**config.mk**
```make
export PLATFORM = sky130hd
export DESIGN_NAME = cstc_top
export DESIGN_NICKNAME = d
export VERILOG_FILES = /design/src/rtl/cstc_pkg.sv /design/src/rtl/cstc_top.sv
export SDC_FILE = /design/constraint.sdc
export NUM_CORES = 1
export LEC_CHECK = 0
export BUFFER_PORTS_ARGS = -buffer_cell sky130_fd_sc_hd__buf_2
export CORE_MARGIN = 4
export CORE_UTILIZATION = 40
export CTS_BUF_LIST = sky130_fd_sc_hd__clkbuf_4
export DETAILED_ROUTE_END_ITERATION = 10
export GPL_TIMING_DRIVEN = 0
export PLACE_DENSITY_LB_ADDON = 0.25
export SKIP_LAST_GASP = 1
export SLEW_MARGIN = 40
export SYNTH_ARGS = -nofsm -noshare
export SYNTH_HDL_FRONTEND = slang
export SYNTH_SLANG_ARGS = --single-unit
```
**constraint.sdc**
```tcl
create_clock -name clk_sys -period 2.7 [get_ports clk_sys]
set_clock_uncertainty 0.05 [all_clocks]
set_input_delay 0 -clock clk_sys [delete_from_list [all_inputs] [get_ports clk_sys]]
set_output_delay 0 -clock clk_sys [all_outputs]
set_load 0.1 [all_outputs]
```
**src/rtl/cstc_pkg.sv**
```systemverilog
// package for channel sync and tuning control: map, fields, carriers
// assumes a 32-bit avalon-mm slave with byte addresses, map shown as word indexes
package cstc_pkg;
  localparam int ADDR_W = 10;
  // printed offsets are indexes; byte address is four times the index
  localparam logic [7:0] IDX_SOFT_EVENT = 8'h81;
  localparam logic [7:0] IDX_PIN_EVENT = 8'h82;
  localparam logic [7:0] IDX_START_HOLD = 8'h83;
  localparam logic [7:0] IDX_FREQ_HOLD = 8'h84;
  localparam logic [7:0] IDX_FREQ_LO = 8'h85;
  localparam logic [7:0] IDX_FREQ_HI = 8'h86;
  localparam logic [7:0] IDX_PHASE = 8'h87;
  localparam logic [7:0] IDX_CTRL = 8'h88;
  localparam logic [7:0] IDX_DECIM = 8'h90;
  localparam logic [7:0] IDX_INTERP = 8'h91;
  localparam logic [7:0] IDX_SCALE = 8'h92;
  localparam logic [7:0] IDX_RSVD = 8'h93;
  localparam logic [7:0] IDX_STATUS = 8'h98;
  // event bit positions (soft and pin event registers)
  localparam int EV_START = 0;
  localparam int EV_HOP = 1;
  // control field positions
  localparam int C_BYPASS = 0;
  localparam int C_DITH_LO = 1;
  localparam int C_CLRACC = 3;
  localparam int C_MODE_LO = 4;
  localparam int C_PORTB = 6;
  localparam int C_ALIGN_LO = 7;
  // scale field positions
  localparam int S_LOW_LO = 0;
  localparam int S_HIGH_LO = 5;
  localparam int S_WEIGHT = 10;
  localparam int S_POL = 11;
  localparam logic [15:0] HOLD_ONE = 16'h0001;
  localparam logic [15:0] HOLD_ZERO = 16'h0000;
  localparam logic [15:0] HOLD_TWO = 16'h0002;
  localparam logic [8:0] CTRL_RST = 9'h000;
  localparam logic [11:0] DECIM_RST = 12'h001;
  localparam logic [8:0] INTERP_RST = 9'h000;

  typedef enum logic [1:0] {
    MODE_EVERY, MODE_QUAL, MODE_RISE, MODE_FALL
  } cstc_mode_type;

  typedef struct packed {
    logic [13:0] mantissa;
    logic [2:0] exponent;
    logic qualifier;
  } cstc_port_type;

  typedef struct packed {
    logic [13:0] mantissa;
    logic [2:0] exponent;
  } cstc_sample_type;

  typedef struct packed {
    logic [4:0] scale;
    logic exp_invert;
    logic exp_12db;
  } cstc_scale_type;
endpackage

```
**src/rtl/cstc_top.sv**
```systemverilog
// channel sync and tuning control: event hold-offs, shadowed frequency
// word, input selection, sample-rate modes and comb filter settings.
// assumes avalon-mm master on clk_sys, adc pins synchronous to clk_sys.
//
// Behaviour
// pin event enables start and hop hold-offs
// start hold-off reaching one leaves sleep
// start while running realigns filter phase
// start hold-off one immediate, zero none
// hop hold-off reaching one loads frequency
// hop hold-off one immediate, zero none
// bit 3 clears phase accumulator on hop
// shadow halves copied on wake or hop
// hold-off one copies shadow on write
// 16-bit phase offset to oscillator
// two bits select one of four align pins
// bit 6 selects input port b
// mode 00 every edge, zero when unqualified
// mode 01 samples where qualifier high
// mode 10 sample after qualifier rise
// mode 11 sample after qualifier fall
// two bits enable oscillator dither sources
// bit 0 bypasses translation, a to i, b to q
// decimation minus one, 1 to 4096
// interpolation minus one, 1 to 512
// scale bit 11 polarity, bit 10 weight
// level pin selects high or low scale
// soft event bits launch hold-off countdowns
// start and hop counters run independently
// counters decrement once per accepted sample
//
// Implementation choice: register access over Avalon-MM.
`timescale 1ns/1ps
module cstc_top
  import cstc_pkg::*;
(
  input wire logic clk_sys,
  input wire logic rstn,
  input wire logic [cstc_pkg::ADDR_W-1:0] avs_address,
  input wire logic avs_read,
  input wire logic avs_write,
  input wire logic [31:0] avs_writedata,
  input wire logic [3:0] avs_byteenable,
  output logic [31:0] avs_readdata,
  output logic avs_waitrequest,
  input wire cstc_pkg::cstc_port_type port_a,
  input wire cstc_pkg::cstc_port_type port_b,
  input wire logic [3:0] align_pins,
  input wire logic level_indicator_pin,
  output logic channel_asleep,
  output logic channel_sample_valid,
  output cstc_pkg::cstc_sample_type channel_sample,
  output cstc_pkg::cstc_sample_type quadrature_sample,
  output logic filter_realign,
  output logic [31:0] tuning_oscillator_freq,
  output logic [15:0] tuning_oscillator_phase_offset,
  output logic tuning_oscillator_acc_clear,
  output logic [1:0] tuning_oscillator_dither,
  output logic tuning_oscillator_bypass,
  output logic [11:0] comb_decimation_factor,
  output logic [8:0] comb_interpolation_factor,
  output cstc_pkg::cstc_scale_type comb_scale
);
  import cstc_pkg::*;

  // ----------------------------------------------------------------
  // register state
  // ----------------------------------------------------------------
  logic [1:0] pin_ev_r;
  logic [15:0] start_hold_r, freq_hold_r, freq_lo_r, freq_hi_r;
  logic [15:0] phase_r;
  logic [8:0] ctrl_r;
  logic [11:0] decim_r, scale_r;
  logic [8:0] interp_r;
  logic [15:0] start_cnt_r, hop_cnt_r;
  logic start_run_r, hop_run_r;
  logic asleep_r, ack_r, qual_d_r, align_d_r;
  logic [31:0] freq_act_r;

  // ----------------------------------------------------------------
  // bus decode
  // ----------------------------------------------------------------
  wire [7:0] idx = avs_address[ADDR_W-1:2];
  wire req = (avs_read | avs_write) & ~ack_r;
  // writes land on the edge where waitrequest is seen low
  wire wr = avs_write & ack_r;
  wire wr_lo = wr & avs_byteenable[0];
  wire wr_hi = wr & avs_byteenable[1];

  function automatic logic [15:0] merge16(input logic [15:0] old,
                                          input logic [31:0] d,
                                          input logic lo, input logic hi);
    merge16 = {hi ? d[15:8] : old[15:8], lo ? d[7:0] : old[7:0]};
  endfunction

  function automatic logic hit(input logic [7:0] a, input logic [7:0] b);
    hit = (a == b);
  endfunction

  wire wr_any = wr_lo | wr_hi;
  wire [15:0] wd16 = avs_writedata[15:0];

  // ----------------------------------------------------------------
  // sample qualification
  // ----------------------------------------------------------------
  wire cstc_mode_type mode = cstc_mode_type'(ctrl_r[C_MODE_LO+:2]);
  wire cstc_port_type sel_port = ctrl_r[C_PORTB] ? port_b : port_a;
  wire qual = sel_port.qualifier;
  logic accept;
  always_comb begin
    case (mode)
      MODE_EVERY: accept = 1'b1;
      MODE_QUAL: accept = qual;
      MODE_RISE: accept = qual & ~qual_d_r;
      MODE_FALL: accept = ~qual & qual_d_r;
      default: accept = 1'b0;
    endcase
  end
  wire mask_zero = (mode == MODE_EVERY) & ~qual;
  wire cstc_sample_type i_in = mask_zero ? '0 :
    ctrl_r[C_BYPASS] ? {port_a.mantissa, port_a.exponent} :
    {sel_port.mantissa, sel_port.exponent};
  wire cstc_sample_type q_in = ctrl_r[C_BYPASS] & ~mask_zero ?
    {port_b.mantissa, port_b.exponent} : '0;

  // ----------------------------------------------------------------
  // sync events
  // ----------------------------------------------------------------
  wire align_now = align_pins[ctrl_r[C_ALIGN_LO+:2]];
  wire pin_pulse = align_now & ~align_d_r;
  wire soft_wr = wr_lo & hit(idx, IDX_SOFT_EVENT);
  wire start_ev = (soft_wr & avs_writedata[EV_START]) |
    (pin_pulse & pin_ev_r[EV_START]);
  wire hop_ev = (soft_wr & avs_writedata[EV_HOP]) |
    (pin_pulse & pin_ev_r[EV_HOP]);
  // value zero suppresses, one fires at once
  wire start_now = start_ev & (start_hold_r == HOLD_ONE);
  wire start_arm = start_ev & (start_hold_r > HOLD_ONE);
  wire start_done = start_now |
    (start_run_r & accept & (start_cnt_r == HOLD_TWO));
  wire hop_now = hop_ev & (freq_hold_r == HOLD_ONE);
  wire hop_arm = hop_ev & (freq_hold_r > HOLD_ONE);
  wire hop_done = hop_now |
    (hop_run_r & accept & (hop_cnt_r == HOLD_TWO));
  wire shadow_wr = wr_any & (hit(idx, IDX_FREQ_LO) | hit(idx, IDX_FREQ_HI));
  wire [15:0] lo_nxt = (wr_any & hit(idx, IDX_FREQ_LO)) ?
    merge16(freq_lo_r, avs_writedata, wr_lo, wr_hi) : freq_lo_r;
  wire [15:0] hi_nxt = (wr_any & hit(idx, IDX_FREQ_HI)) ?
    merge16(freq_hi_r, avs_writedata, wr_lo, wr_hi) : freq_hi_r;
  wire wake = start_done & asleep_r;
  wire load_freq = hop_done | wake |
    (shadow_wr & (freq_hold_r == HOLD_ONE));

  // ----------------------------------------------------------------
  // read mux
  // ----------------------------------------------------------------
  logic [31:0] rdata;
  always_comb begin
    rdata = '0;
    case (idx)
      IDX_PIN_EVENT: rdata[1:0] = pin_ev_r;
      IDX_START_HOLD: rdata[15:0] = start_hold_r;
      IDX_FREQ_HOLD: rdata[15:0] = freq_hold_r;
      IDX_FREQ_LO: rdata[15:0] = freq_lo_r;
      IDX_FREQ_HI: rdata[15:0] = freq_hi_r;
      IDX_PHASE: rdata[15:0] = phase_r;
      IDX_CTRL: rdata[8:0] = ctrl_r;
      IDX_DECIM: rdata[11:0] = decim_r;
      IDX_INTERP: rdata[8:0] = interp_r;
      IDX_SCALE: rdata[11:0] = scale_r;
      IDX_STATUS: rdata[2:0] = {hop_run_r, start_run_r, asleep_r};
      default: rdata = '0;
    endcase
  end

  // ----------------------------------------------------------------
  // configuration registers
  // ----------------------------------------------------------------
  always_ff @(posedge clk_sys) begin
    if (!rstn) begin
      pin_ev_r <= '0;
      start_hold_r <= HOLD_ZERO;
      freq_hold_r <= HOLD_ZERO;
      freq_lo_r <= '0;
      freq_hi_r <= '0;
      phase_r <= '0;
      ctrl_r <= CTRL_RST;
      decim_r <= DECIM_RST;
      interp_r <= INTERP_RST;
      scale_r <= '0;
    end else begin
      freq_lo_r <= lo_nxt;
      freq_hi_r <= hi_nxt;
      if (wr_lo & hit(idx, IDX_PIN_EVENT)) pin_ev_r <= wd16[1:0];
      if (wr_any & hit(idx, IDX_START_HOLD))
        start_hold_r <= merge16(start_hold_r, avs_writedata, wr_lo, wr_hi);
      if (wr_any & hit(idx, IDX_FREQ_HOLD))
        freq_hold_r <= merge16(freq_hold_r, avs_writedata, wr_lo, wr_hi);
      if (wr_any & hit(idx, IDX_PHASE))
        phase_r <= merge16(phase_r, avs_writedata, wr_lo, wr_hi);
      if (wr_any & hit(idx, IDX_CTRL)) begin
        ctrl_r <= {wr_hi ? wd16[8] : ctrl_r[8],
                   wr_lo ? wd16[7:0] : ctrl_r[7:0]};
      end
      if (wr_any & hit(idx, IDX_DECIM)) begin
        decim_r <= {wr_hi ? wd16[11:8] : decim_r[11:8],
                    wr_lo ? wd16[7:0] : decim_r[7:0]};
      end
      if (wr_any & hit(idx, IDX_INTERP)) begin
        interp_r <= {wr_hi ? wd16[8] : interp_r[8],
                     wr_lo ? wd16[7:0] : interp_r[7:0]};
      end
      if (wr_any & hit(idx, IDX_SCALE)) begin
        scale_r <= {wr_hi ? wd16[11:8] : scale_r[11:8],
                    wr_lo ? wd16[7:0] : scale_r[7:0]};
      end
    end
  end

  // ----------------------------------------------------------------
  // hold-off counters, independent
  // ----------------------------------------------------------------
  always_ff @(posedge clk_sys) begin
    if (!rstn) begin
      start_cnt_r <= HOLD_ZERO;
      start_run_r <= 1'b0;
      hop_cnt_r <= HOLD_ZERO;
      hop_run_r <= 1'b0;
    end else begin
      if (start_arm) begin
        start_cnt_r <= start_hold_r;
        start_run_r <= 1'b1;
      end else if (start_run_r & accept) begin
        start_cnt_r <= start_cnt_r - HOLD_ONE;
        if (start_done) start_run_r <= 1'b0;
      end
      if (hop_arm) begin
        hop_cnt_r <= freq_hold_r;
        hop_run_r <= 1'b1;
      end else if (hop_run_r & accept) begin
        hop_cnt_r <= hop_cnt_r - HOLD_ONE;
        if (hop_done) hop_run_r <= 1'b0;
      end
    end
  end

  // ----------------------------------------------------------------
  // channel state and outputs
  // ----------------------------------------------------------------
  always_ff @(posedge clk_sys) begin
    if (!rstn) begin
      asleep_r <= 1'b1;
      ack_r <= 1'b0;
      qual_d_r <= 1'b0;
      align_d_r <= 1'b0;
      freq_act_r <= '0;
      filter_realign <= 1'b0;
      tuning_oscillator_acc_clear <= 1'b0;
      channel_sample_valid <= 1'b0;
      channel_sample <= '0;
      quadrature_sample <= '0;
      avs_readdata <= '0;
    end else begin
      ack_r <= req;
      qual_d_r <= qual;
      align_d_r <= align_now;
      if (wake) asleep_r <= 1'b0;
      filter_realign <= start_done & ~asleep_r;
      if (load_freq) freq_act_r <= {hi_nxt, lo_nxt};
      tuning_oscillator_acc_clear <= hop_done & ctrl_r[C_CLRACC];
      channel_sample_valid <= accept & ~asleep_r;
      if (accept) begin
        channel_sample <= i_in;
        quadrature_sample <= q_in;
      end
      if (req & avs_read) avs_readdata <= rdata;
    end
  end

  // one wait state: answer on the edge after the request is seen
  assign avs_waitrequest = (avs_read | avs_write) & ~ack_r;
  assign channel_asleep = asleep_r;
  assign tuning_oscillator_freq = freq_act_r;
  assign tuning_oscillator_phase_offset = phase_r;
  assign tuning_oscillator_dither = ctrl_r[C_DITH_LO+:2];
  assign tuning_oscillator_bypass = ctrl_r[C_BYPASS];
  assign comb_decimation_factor = decim_r;
  assign comb_interpolation_factor = interp_r;
  assign comb_scale.scale = level_indicator_pin ?
    scale_r[S_HIGH_LO+:5] : scale_r[S_LOW_LO+:5];
  assign comb_scale.exp_invert = scale_r[S_POL];
  assign comb_scale.exp_12db = scale_r[S_WEIGHT];
endmodule

```
==> results.yml, run 1 <==
finish:
  fill_cells: 2719
  post_route_cells_drive_above_1_share_pct: 24.1
  fin_area_sq_um: 14800
  area_growth_pct: 28.0
  utilization_pct: 51.8
  nets: 1778
die:
  rows: 62
  die_h_um: 178
  dieArea_sq_um: 31700
  start_util_pct: 40.4
  die_w_um: 178
  ios: 241
  core_area_sq_um: 28600
route:
  vias: 11500
  wl_mm: 43.3
  vias_per_cell: 5.45
  drt-initial-drc-count: 1066
  drtPass1Iterations: 5
  routedWlPerCell_um: 20.5
  drc: 0
  antenna_left: 0
synth:
  synth_compound_gate_area_share_pct: 14.4
  synth_xor_area_share_pct: 1.97
  synth_area_sq_um: 11600
  synth_edf_count: 0
  synth-simple-area-share_pct: 22.0
  ys_types: 73
  netlist_instances: 1328
  yosys_register_bits: 247
  synth_fa_ha_area_share_pct: 0.432
  synthArstFlopShare_pct: 0
  synth_mux_area_share_pct: 13.1
  synth_seq_area_share_pct: 42.7
  synth_top_family_by_area: "simple AND/OR/NAND/NOR gates"
  synth.avg_cell_area_sq_um: 8.71
  yosys_most_used_dff: "dfxtp_1"
  yosys_warnings: 0
sta:
  final_max_slew_viol_count: 0
  tns_ns: 0
  finalCritPeriodShare_pct: 96.3
  holdWs_ns: 0.0315
  timing.fmax_ghz: 0.384
  hold_viol: 0
  tightest_slew_ns: 0.869
  layout_min_cycle_time_ns: 2.60
  setup_viol: 0
  relSlewSlack_pct: 41.9
power:
  ir_drop_uv: 306
  p_per_area_nw_per_um2: 543
  cellLeakagePower_nw: 6.58
critical_path:
  slowest_delay_ns: 0.43
  critPathKind: "reg2reg"
  cp_top_family: "compound AO/OA/AOI/OAI gates"
  required_ns: 3.23
  path_max_fanout: 10
  crit_cells: 9
  worst_ep_arrival_time_ns: 3.13
  worstSetupStartpointType: "flop"
  cp_num_buf_inv: 3
  cp_cell_sequence: "nand3_1, nor2_2, clkbuf_4, a32o_1, o2bb2ai_2, a211oi_4, buf_12, buf_6, mux2_4"
  critPathSlowestCell: "dfxtp_1"
  end_kind: "flop"
  reg2regPathDepth: 9
placement:
  place_hpwl_mm: 31.5
  dpl_cell_area_sq_um: 13100
  port_buffers: 195
  place_congestion: 0.951
flow_run:
  cap_violations: 0
hold_path:
  min_path_type: "in2reg"
  holdPathStages: 5
global_route:
  grt_pass1_wl_mm: 65.0
  track_usage_pct: 26.5
  grt_pass1_vias: 11300
  grt_overflow: 0
  antenna_found_initial: 2
  grt_max_degree: 12
clocking:
  path_clk_slew_ns: 0.06
  clkLatencyLatePin_ns: 0.74
  numClockSinks: 247
  cts_buffers: 71
  cts_root_buf: "clkbuf_4"
  clk_path_buf_depth: 3
  cts_tree: "built"
  htree_levels: 3
outcome:
  status: "complete, no violations"
## cell usage after synthesis (8+ instances only)
cell | instances | share of area [%]
and2_1 | 36 | 1.9
xnor2_1 | 11 | 0.83
mux2_4 | 30 | 3.9
buf_4 | 21 | 1.4
nor4_1 | 15 | 0.81
clkbuf_1 | 85 | 2.8
dfxtp_1 | 247 | 43
mux2i_1 | 78 | 6.7
nor3_1 | 35 | 1.5
buf_2 | 9 | 0.39
a221oi_1 | 11 | 0.83
nand2b_1 | 10 | 0.54
nor2b_1 | 8 | 0.43
mux2_2 | 9 | 0.88
nor2_1 | 122 | 4.0
nand2_1 | 123 | 4.0
a21oi_1 | 145 | 6.3
xor2_1 | 15 | 1.1
a211oi_1 | 12 | 0.78
mux4_2 | 8 | 1.6
inv_1 | 10 | 0.32
and3_1 | 25 | 1.4
nand3_1 | 98 | 4.2
nand4_1 | 10 | 0.54
o21ai_0 | 42 | 1.8
## area by class of cell
type / count / area, sq um / area share [%]
Sequential cell: 247 / 4950 / 33.4
Timing Repair Buffer: 268 / 1710 / 11.6
Inverter: 10 / 37.5 / 0.253
Buffer: 124 / 588 / 3.97
Antenna cell: 4 / 10.0 / 0.0676
Clock inverter: 21 / 175 / 1.18
Clock buffer: 98 / 736 / 4.97
Tap cell: 384 / 480 / 3.24
Multi-Input combinational cell: 961 / 6130 / 41.4
## path summary, 6_finish.rpt
| kind | startpoint | to | slack, ns |
|---|---|---|---|
| setup / recovery | ack_r$_SDFF_PN0_ | tuning_oscillator_freq[19]$_SDFFE_PN0P_ | 0.1 |
| hold / removal | avs_address[2] | comb_interpolation_factor[8]$_SDFFE_PN0P_ | 0.03 |
| setup reg to reg | ack_r$_SDFF_PN0_ | tuning_oscillator_freq[19]$_SDFFE_PN0P_ | 0.1 |
| hold reg to reg | scale_r[4]$_SDFFE_PN0P_ | scale_r[4]$_SDFFE_PN0P_ | 0.42 |
## stage by stage
step	total power [mW]	setup WS (ns)	instances
after floorplan	4.19	0.0775	1343
after global placement	4.39	-0.348	1922
after detailed placement	4.40	-0.382	1922
after CTS	8.08	0.0177	2114
after global routing	8.36	-0.0102	2115
final	8.04	0.0987	2117
## cell usage in the layout, fill, tap and decap left out, types with 16 or more instances in the layout
cell type      Yosys  final
nor3_1            35     35
buf_2              9    204
mux2i_1           78     78
clkbuf_4           0     99
conb_1             1     16
a21oi_1          145    144
buf_4             21     22
and2_1            36     36
o21ai_0           42     42
nor2_1           122    120
dfxtp_1          247    245
mux2_4            30     30
nand3_1           98     98
clkbuf_1          85     78
dlygate4sd3_1      0     71
and3_1            25     25
nand2_1          123    123
## tightest hold or removal path, stage by stage
cell      delay [ns]
clkbuf_1        0.18
nor2b_1         0.29
nand3_1         0.13
mux2i_1         0.07
nor2_1          0.10
## cells by family (layout without fill, tap and decap cells)
logic type,after synthesis,count (layout)
DFF,247,247
and+or+nand+nor,515,515
buffers and inverters,135,521
adders and majority gates,4,4
other,1,20
muxes,125,125
xor gates and xnor gates,26,26
AOI/OAI and AO/OA,275,275
## layer usage
layer | share of wire (%) | track usage, % | vias to the layer above
li1 | - | - | 5448
met1 | 40 | 32.4 | 5382
met2 | 46 | 43.7 | 557
met3 | 7.9 | 6.15 | 151
met4 | 5.3 | 13.6 | 0
met5 | 0 | 0 | -
## flip-flops by register name (all words and copies together) (netlist names), 2 cells and up
name                            cells
start_hold_r                       16
start_cnt_r                        16
freq_lo_r                          16
hop_cnt_r                          16
comb_interpolation_factor           9
tuning_oscillator_phase_offset     16
pin_ev_r                            2
comb_decimation_factor             12
tuning_oscillator_freq             32
quadrature_sample                  17
freq_hold_r                        16
scale_r                            12
freq_hi_r                          16
ctrl_r                              9
channel_sample                     17
avs_readdata                       16
## where the power goes
part,switching [mW],internal [mW],leakage (nW)
clock network,1.67,1.97,0.533
registers,0.0119,3.66,1.99
logic,0.534,0.201,4.05
## timing repair
| action | CTS | global route |
|---|---|---|
| endpoints found under the hold margin | 190 | 0 |
| setup buffers | 2 | 0 |
| cloned | 0 | 0 |
| endpoints found under the setup margin | 46 | 42 |
| pin swaps | 1 | 2 |
| resized for setup | 8 | 11 |
| hold buffers | 71 | 0 |
Power figures use the tool's default switching activity.
==> run 2: changes to the inputs <==
--- a/config.mk
+++ b/config.mk
@@ -10,7 +10,6 @@
 export CORE_UTILIZATION = 40
 export CTS_BUF_LIST = sky130_fd_sc_hd__clkbuf_4
 export DETAILED_ROUTE_END_ITERATION = 10
-export GPL_TIMING_DRIVEN = 0
 export PLACE_DENSITY_LB_ADDON = 0.25
 export SKIP_LAST_GASP = 1
 export SLEW_MARGIN = 40
==> run 2 against run 1 <==
Via count is 2.5% lower. First-iteration DRC count decreased by 32%. Final area shrank 0.77%. Global-route usage is 2.4 points lower. Worst hold slack better by 0.022 ns. Count of clock-buffer cells in the layout is 2 higher.
==> results.yml, run 2 (synthesis gave the netlist of run 1 again) <==
sta:
  relSlewSlack_pct: 43.0
  finalCritPeriodShare_pct: 96.1
  tns_ns: 0
  rsz0062_at_grt: "no"
  final_max_slew_viol_count: 0
  tightest_slew_ns: 0.852
  setup_viol: 0
  layout_min_cycle_time_ns: 2.59
  hold_viol: 0
  timing.fmax_ghz: 0.385
route:
  antenna_left: 0
  drc: 0
  vias: 11200
  wl_mm: 39.4
  routedWlPerCell_um: 19.2
  vias_per_cell: 5.48
  drt-initial-drc-count: 728
  drtPass1Iterations: 6
finish:
  nets: 1723
  largest_reg_flops: 32
  area_growth_pct: 27.0
  fill_cells: 2715
  final_cell_mix: "247 x dfxtp_1, 204 x buf_2, 145 x a21oi_1"
  post_route_cells_drive_above_1_share_pct: 26.5
  mostFrequentLayoutCell: "dfxtp_1"
global_route:
  track_usage_pct: 24.1
  grt_pass1_wl_mm: 60.8
  antenna_found_initial: 1
  grt_max_degree: 77
  grt_pass1_vias: 10800
  grt_overflow: 0
power:
  switching_share_pct: 27.1
  p_clk_share_pct: 43.5
  power_frac_seq_pct: 47.5
  p_per_area_nw_per_um2: 526
  ir_drop_uv: 275
  cellLeakagePower_nw: 6.60
  power_mw: 7.74
  power_report.internal_total_mw: 5.64
  power.switching_mw: 2.10
  combPwrFrac_pct: 9.0
die:
  rows: 62
  die_w_um: 178
  ios: 241
  start_util_pct: 40.4
  die_h_um: 178
  dieArea_sq_um: 31700
  core_area_sq_um: 28600
critical_path:
  worst_ep_arrival_time_ns: 3.11
  cp_cell_sequence: "mux2i_1, o22ai_1, a32o_1, o2bb2ai_1, a211oi_4, buf_12, mux2_4"
  worstSetupStartpointType: "flop"
  slowest_delay_ns: 0.48
  critPathSlowestCell: "a211oi_4"
  end_kind: "flop"
  required_ns: 3.21
  critPathKind: "reg2reg"
  path_max_fanout: 21
  reg2regPathDepth: 7
clocking:
  numClockSinks: 247
  cts_buffers: 68
  cts_tree: "built"
  cts_root_buf: "clkbuf_4"
  path_clk_slew_ns: 0.07
  clk_path_buf_depth: 3
  post_cts.repair.setup_buffers: 0
  htree_levels: 3
  clkLatencyLatePin_ns: 0.69
placement:
  port_buffers: 204
  place_hpwl_mm: 27.0
  place_congestion: 0.923
flow_run:
  cap_violations: 0
outcome:
  status: "complete, no violations"
hold_path:
  min_path_type: "in2reg"
  holdPathStages: 6
## run 2: cell count changes in the layout (fill, tap and decap cells not counted), moves of 3 or more
cell and change:
diode_2 -3, clkbuf_1 -78, buf_4 +35, buf_6 -3, clkinv_2 -3, buf_1 -7
clkbuf_2 -5, buf_12 +6, clkinv_1 -10
## run 2: repair_timing
action / CTS / global route
endpoints found under the setup margin: 0 / 6
resized for setup: 0 / 1
endpoints found under the hold margin: 227 / 0
hold buffers: 72 / 0
## run 2: worst max-delay path: cells and delay by family, from the launching register on
family	cells	cell delay (ns)
compound gates	4	1.13
mux	2	0.58
flops	1	0.43
buf+inv	1	0.26
## run 2: final cells by class
class                   instances  area (sq um)  share of cell area [%]
flip-flops and latches        247          4940                    33.6
diodes                          1          2.50                  0.0170
clock inverters                 9          82.6                   0.562
well taps                     384           480                    3.27
multi-input cells             961          6090                    41.4
inverters                      10          42.5                   0.289
repair buffers                340          2310                    15.7
clock buffers                 100           751                    5.11
## run 2: path summary, 6_finish.rpt
check | from | slack, ns | to
max reg2reg | ctrl_r[7]$_SDFFE_PN0P_ | 0.11 | tuning_oscillator_freq[30]$_SDFFE_PN0P_
min | avs_byteenable[0] | 0.05 | comb_interpolation_factor[2]$_SDFFE_PN0P_
min reg2reg | avs_readdata[11]$_SDFFE_PN0P_ | 0.41 | avs_readdata[11]$_SDFFE_PN0P_
max | ctrl_r[7]$_SDFFE_PN0P_ | 0.11 | tuning_oscillator_freq[30]$_SDFFE_PN0P_
## run 2: power by group through the flow
stage	clock network, mW	registers [mW]	logic [mW]
6_report	3.37	3.67	0.696
3_5_place_dp	0	3.75	0.606
3_3_place_gp	0	3.75	0.606
5_1_grt	3.65	3.67	0.729
2_1_floorplan	0	3.86	0.324
4_1_cts	3.46	3.67	0.685
## run 2: per-stage QoR
stage / util (%) / cell area, sq um / worst slack, ns / cells / hold slack, ns
floorplan: - / 11600 / 0.0775 / 1343 / 0.0939
global placement: 45.9 / 13100 / 0.181 / 1870 / 0.246
detailed placement: 45.9 / 13100 / 0.152 / 1870 / 0.240
CTS: 51.3 / 14700 / 0.137 / 2051 / 0.0137
global route: 51.4 / 14700 / 0.0166 / 2052 / 0.0388
finish: 51.4 / 14700 / 0.105 / 2052 / 0.0536
## run 2: metal layers
layer  routed length [um]  global-route usage, %  vias to the layer above
li1                     -                      -                     5329
met1                17000                   31.8                     5259
met2                17900                   38.4                      534
met3                 2860                   4.81                      122
met4                 1690                   10.5                        0
met5                    0                      0                        -
==> run 3: changes to the inputs <==
--- a/config.mk
+++ b/config.mk
@@ -10,6 +10,7 @@
 export CORE_UTILIZATION = 40
 export CTS_BUF_LIST = sky130_fd_sc_hd__clkbuf_4
 export DETAILED_ROUTE_END_ITERATION = 10
+export MAX_ROUTING_LAYER = met4
 export PLACE_DENSITY_LB_ADDON = 0.25
 export SKIP_LAST_GASP = 1
 export SLEW_MARGIN = 40
==> run 3 against run 2 <==
Critical path depth rose by 1. Sequential share of layout area is 0.083 points lower. Total power rose by 3.5%. Critical path type unchanged. Die area unchanged. Largest power group unchanged. First-iteration DRC count up 21%.
==> results.yml, run 3 (synthesis gave the netlist of run 1 again) <==
global_route:
  antenna_found_initial: 2
  grt_pass1_wl_mm: 60.5
  grt_max_degree: 81
  track_usage_pct: 24.8
  grt_overflow: 0
  grt_pass1_vias: 10900
clocking:
  numClockSinks: 247
  cts_root_buf: "clkbuf_4"
  path_clk_slew_ns: 0.07
  htree_levels: 3
  clk_path_buf_depth: 3
  cts_buffers: 69
  cts_tree: "built"
  clkLatencyLatePin_ns: 0.69
outcome:
  status: "complete, no violations"
route:
  drc: 0
  vias_per_cell: 5.44
  wl_mm: 39.4
  routedWlPerCell_um: 19.1
  drtPass1Iterations: 6
  antenna_left: 0
  drt-initial-drc-count: 882
  vias: 11200
die:
  start_util_pct: 40.4
  dieArea_sq_um: 31700
  die_h_um: 178
  core_area_sq_um: 28600
  die_w_um: 178
  ios: 241
  rows: 62
critical_path:
  path_max_fanout: 10
  critPathKind: "reg2reg"
  worstSetupStartpointType: "flop"
  worst_ep_arrival_time_ns: 3.08
  reg2regPathDepth: 8
  required_ns: 3.21
  reg2reg_slack_ns: 0.13
  end_kind: "flop"
  r2r-end: "tuning_oscillator_freq[3]$_SDFFE_PN0P_"
  rr_startpoint: "hop_cnt_r[7]$_SDFFE_PN0P_"
hold_path:
  holdPathStages: 5
  min_to: "freq_hold_r[0]$_SDFFE_PN0P_"
  min_path_type: "in2reg"
  hold_start: "avs_write"
placement:
  placedCellCount: 1867
  dpl_cell_area_sq_um: 13100
  place_hpwl_mm: 27.0
  port_buffers: 204
  place_congestion: 0.943
finish:
  fin_area_sq_um: 14700
  final_cell_mix: "247 x dfxtp_1, 204 x buf_2, 145 x a21oi_1"
  multi_input_area_sq_um: 6100
  nets: 1719
  fill_cells: 2752
  regArea_sq_um: 4940
  post_route_cells_drive_above_1_share_pct: 26.3
  instances_no_fill: 2062
  largest_reg_flops: 32
  area_growth_pct: 27.3
  mostFrequentLayoutCell: "dfxtp_1"
power:
  p_per_area_nw_per_um2: 543
  ir_drop_uv: 281
  cellLeakagePower_nw: 6.62
sta:
  setup_viol: 0
  rsz0062_at_grt: "no"
  holdWs_ns: 0.0601
  finalCritPeriodShare_pct: 95.3
  timing.fmax_ghz: 0.389
  hold_viol: 0
  layout_min_cycle_time_ns: 2.57
  tns_ns: 0
  relSlewSlack_pct: 56.5
  final_max_slew_viol_count: 0
  tightest_slew_ns: 0.653
flow_run:
  cap_violations: 0
## run 3: cell types whose count changed in the layout (fill, tap and decap cells not counted), sizes merged
cell,before,now
clkinv,4,17
dlygate4sd3,72,69
buf,268,266
bufinv,1,3
diode,1,3
inv,12,10
clkbuf,100,101
clkinvlp,2,1
## run 3: area by class of cell
| type | instances | share of cell area (%) |
|---|---|---|
| Antenna cell | 3 | 0.0509 |
| Clock buffer | 101 | 5.15 |
| Clock inverter | 21 | 1.14 |
| Inverter | 10 | 0.289 |
| Multi-Input combinational cell | 961 | 41.4 |
| Sequential cell | 247 | 33.6 |
| Tap cell | 384 | 3.26 |
| Timing Repair Buffer | 335 | 15.2 |
## run 3: worst max-delay path, stage by stage, from the launching register on
cell and delay (ns):
dfxtp_1 0.34, or4_1 0.60, nor4_4 0.31, nand2_2 0.13
nor3_4 0.26, a211oi_4 0.06, buf_4 0.18, buf_4 0.20
mux2_4 0.31
## run 3: metrics by stage
stage / util [%] / setup WS [ns] / total power [mW]
after detailed placement: 45.7 / 0.135 / 4.36
final: 51.5 / 0.126 / 8.01
after CTS: 51.4 / 0.100 / 8.09
after global routing: 51.5 / 0.00345 / 8.31
after floorplan: - / 0.0775 / 4.19
after global placement: 45.7 / 0.153 / 4.36
## run 3: routing by layer
| layer | global-route usage, % | share of wire [%] | up-vias |
|---|---|---|---|
| met5 | - | 0 | - |
| met4 | 10.2 | 3.5 | 0 |
| met3 | 4.79 | 7.2 | 109 |
| met2 | 38.7 | 46 | 531 |
| met1 | 31.7 | 43 | 5259 |
| li1 | - | - | 5328 |
## run 3: how the worst max path moves through the flow
stage	start	end	slack (ns)	depth (start not counted)
final	hop_cnt_r[7]$_SDFFE_PN0P_	tuning_oscillator_freq[3]$_SDFFE_PN0P_	0.13	8
after global routing	hop_cnt_r[7]$_SDFFE_PN0P_	tuning_oscillator_freq[19]$_SDFFE_PN0P_	0.003	8
after CTS	ctrl_r[7]$_SDFFE_PN0P_	tuning_oscillator_freq[23]$_SDFFE_PN0P_	0.10	7
after detailed placement	ctrl_r[7]$_SDFFE_PN0P_	tuning_oscillator_freq[22]$_SDFFE_PN0P_	0.13	7
after global placement	ctrl_r[7]$_SDFFE_PN0P_	tuning_oscillator_freq[22]$_SDFFE_PN0P_	0.15	7
after floorplan	ctrl_r[0]$_SDFFE_PN0P_	channel_sample[10]$_SDFFE_PN0N_	0.08	7
## run 3: power by group
group,internal [mW],switching [mW],total (mW)
Clock,2.01,1.64,3.64
Combinational,0.193,0.502,0.695
Sequential,3.66,0.0112,3.67
Total,5.86,2.15,8.01
## run 3: what timing repair did
item | 4_1_cts | 5_1_grt
setup buffers | 0 | 1
hold buffers | 69 | 0
resized for setup | 0 | 2
setup endpoints to repair | 0 | 10
hold endpoints to repair | 236 | 0
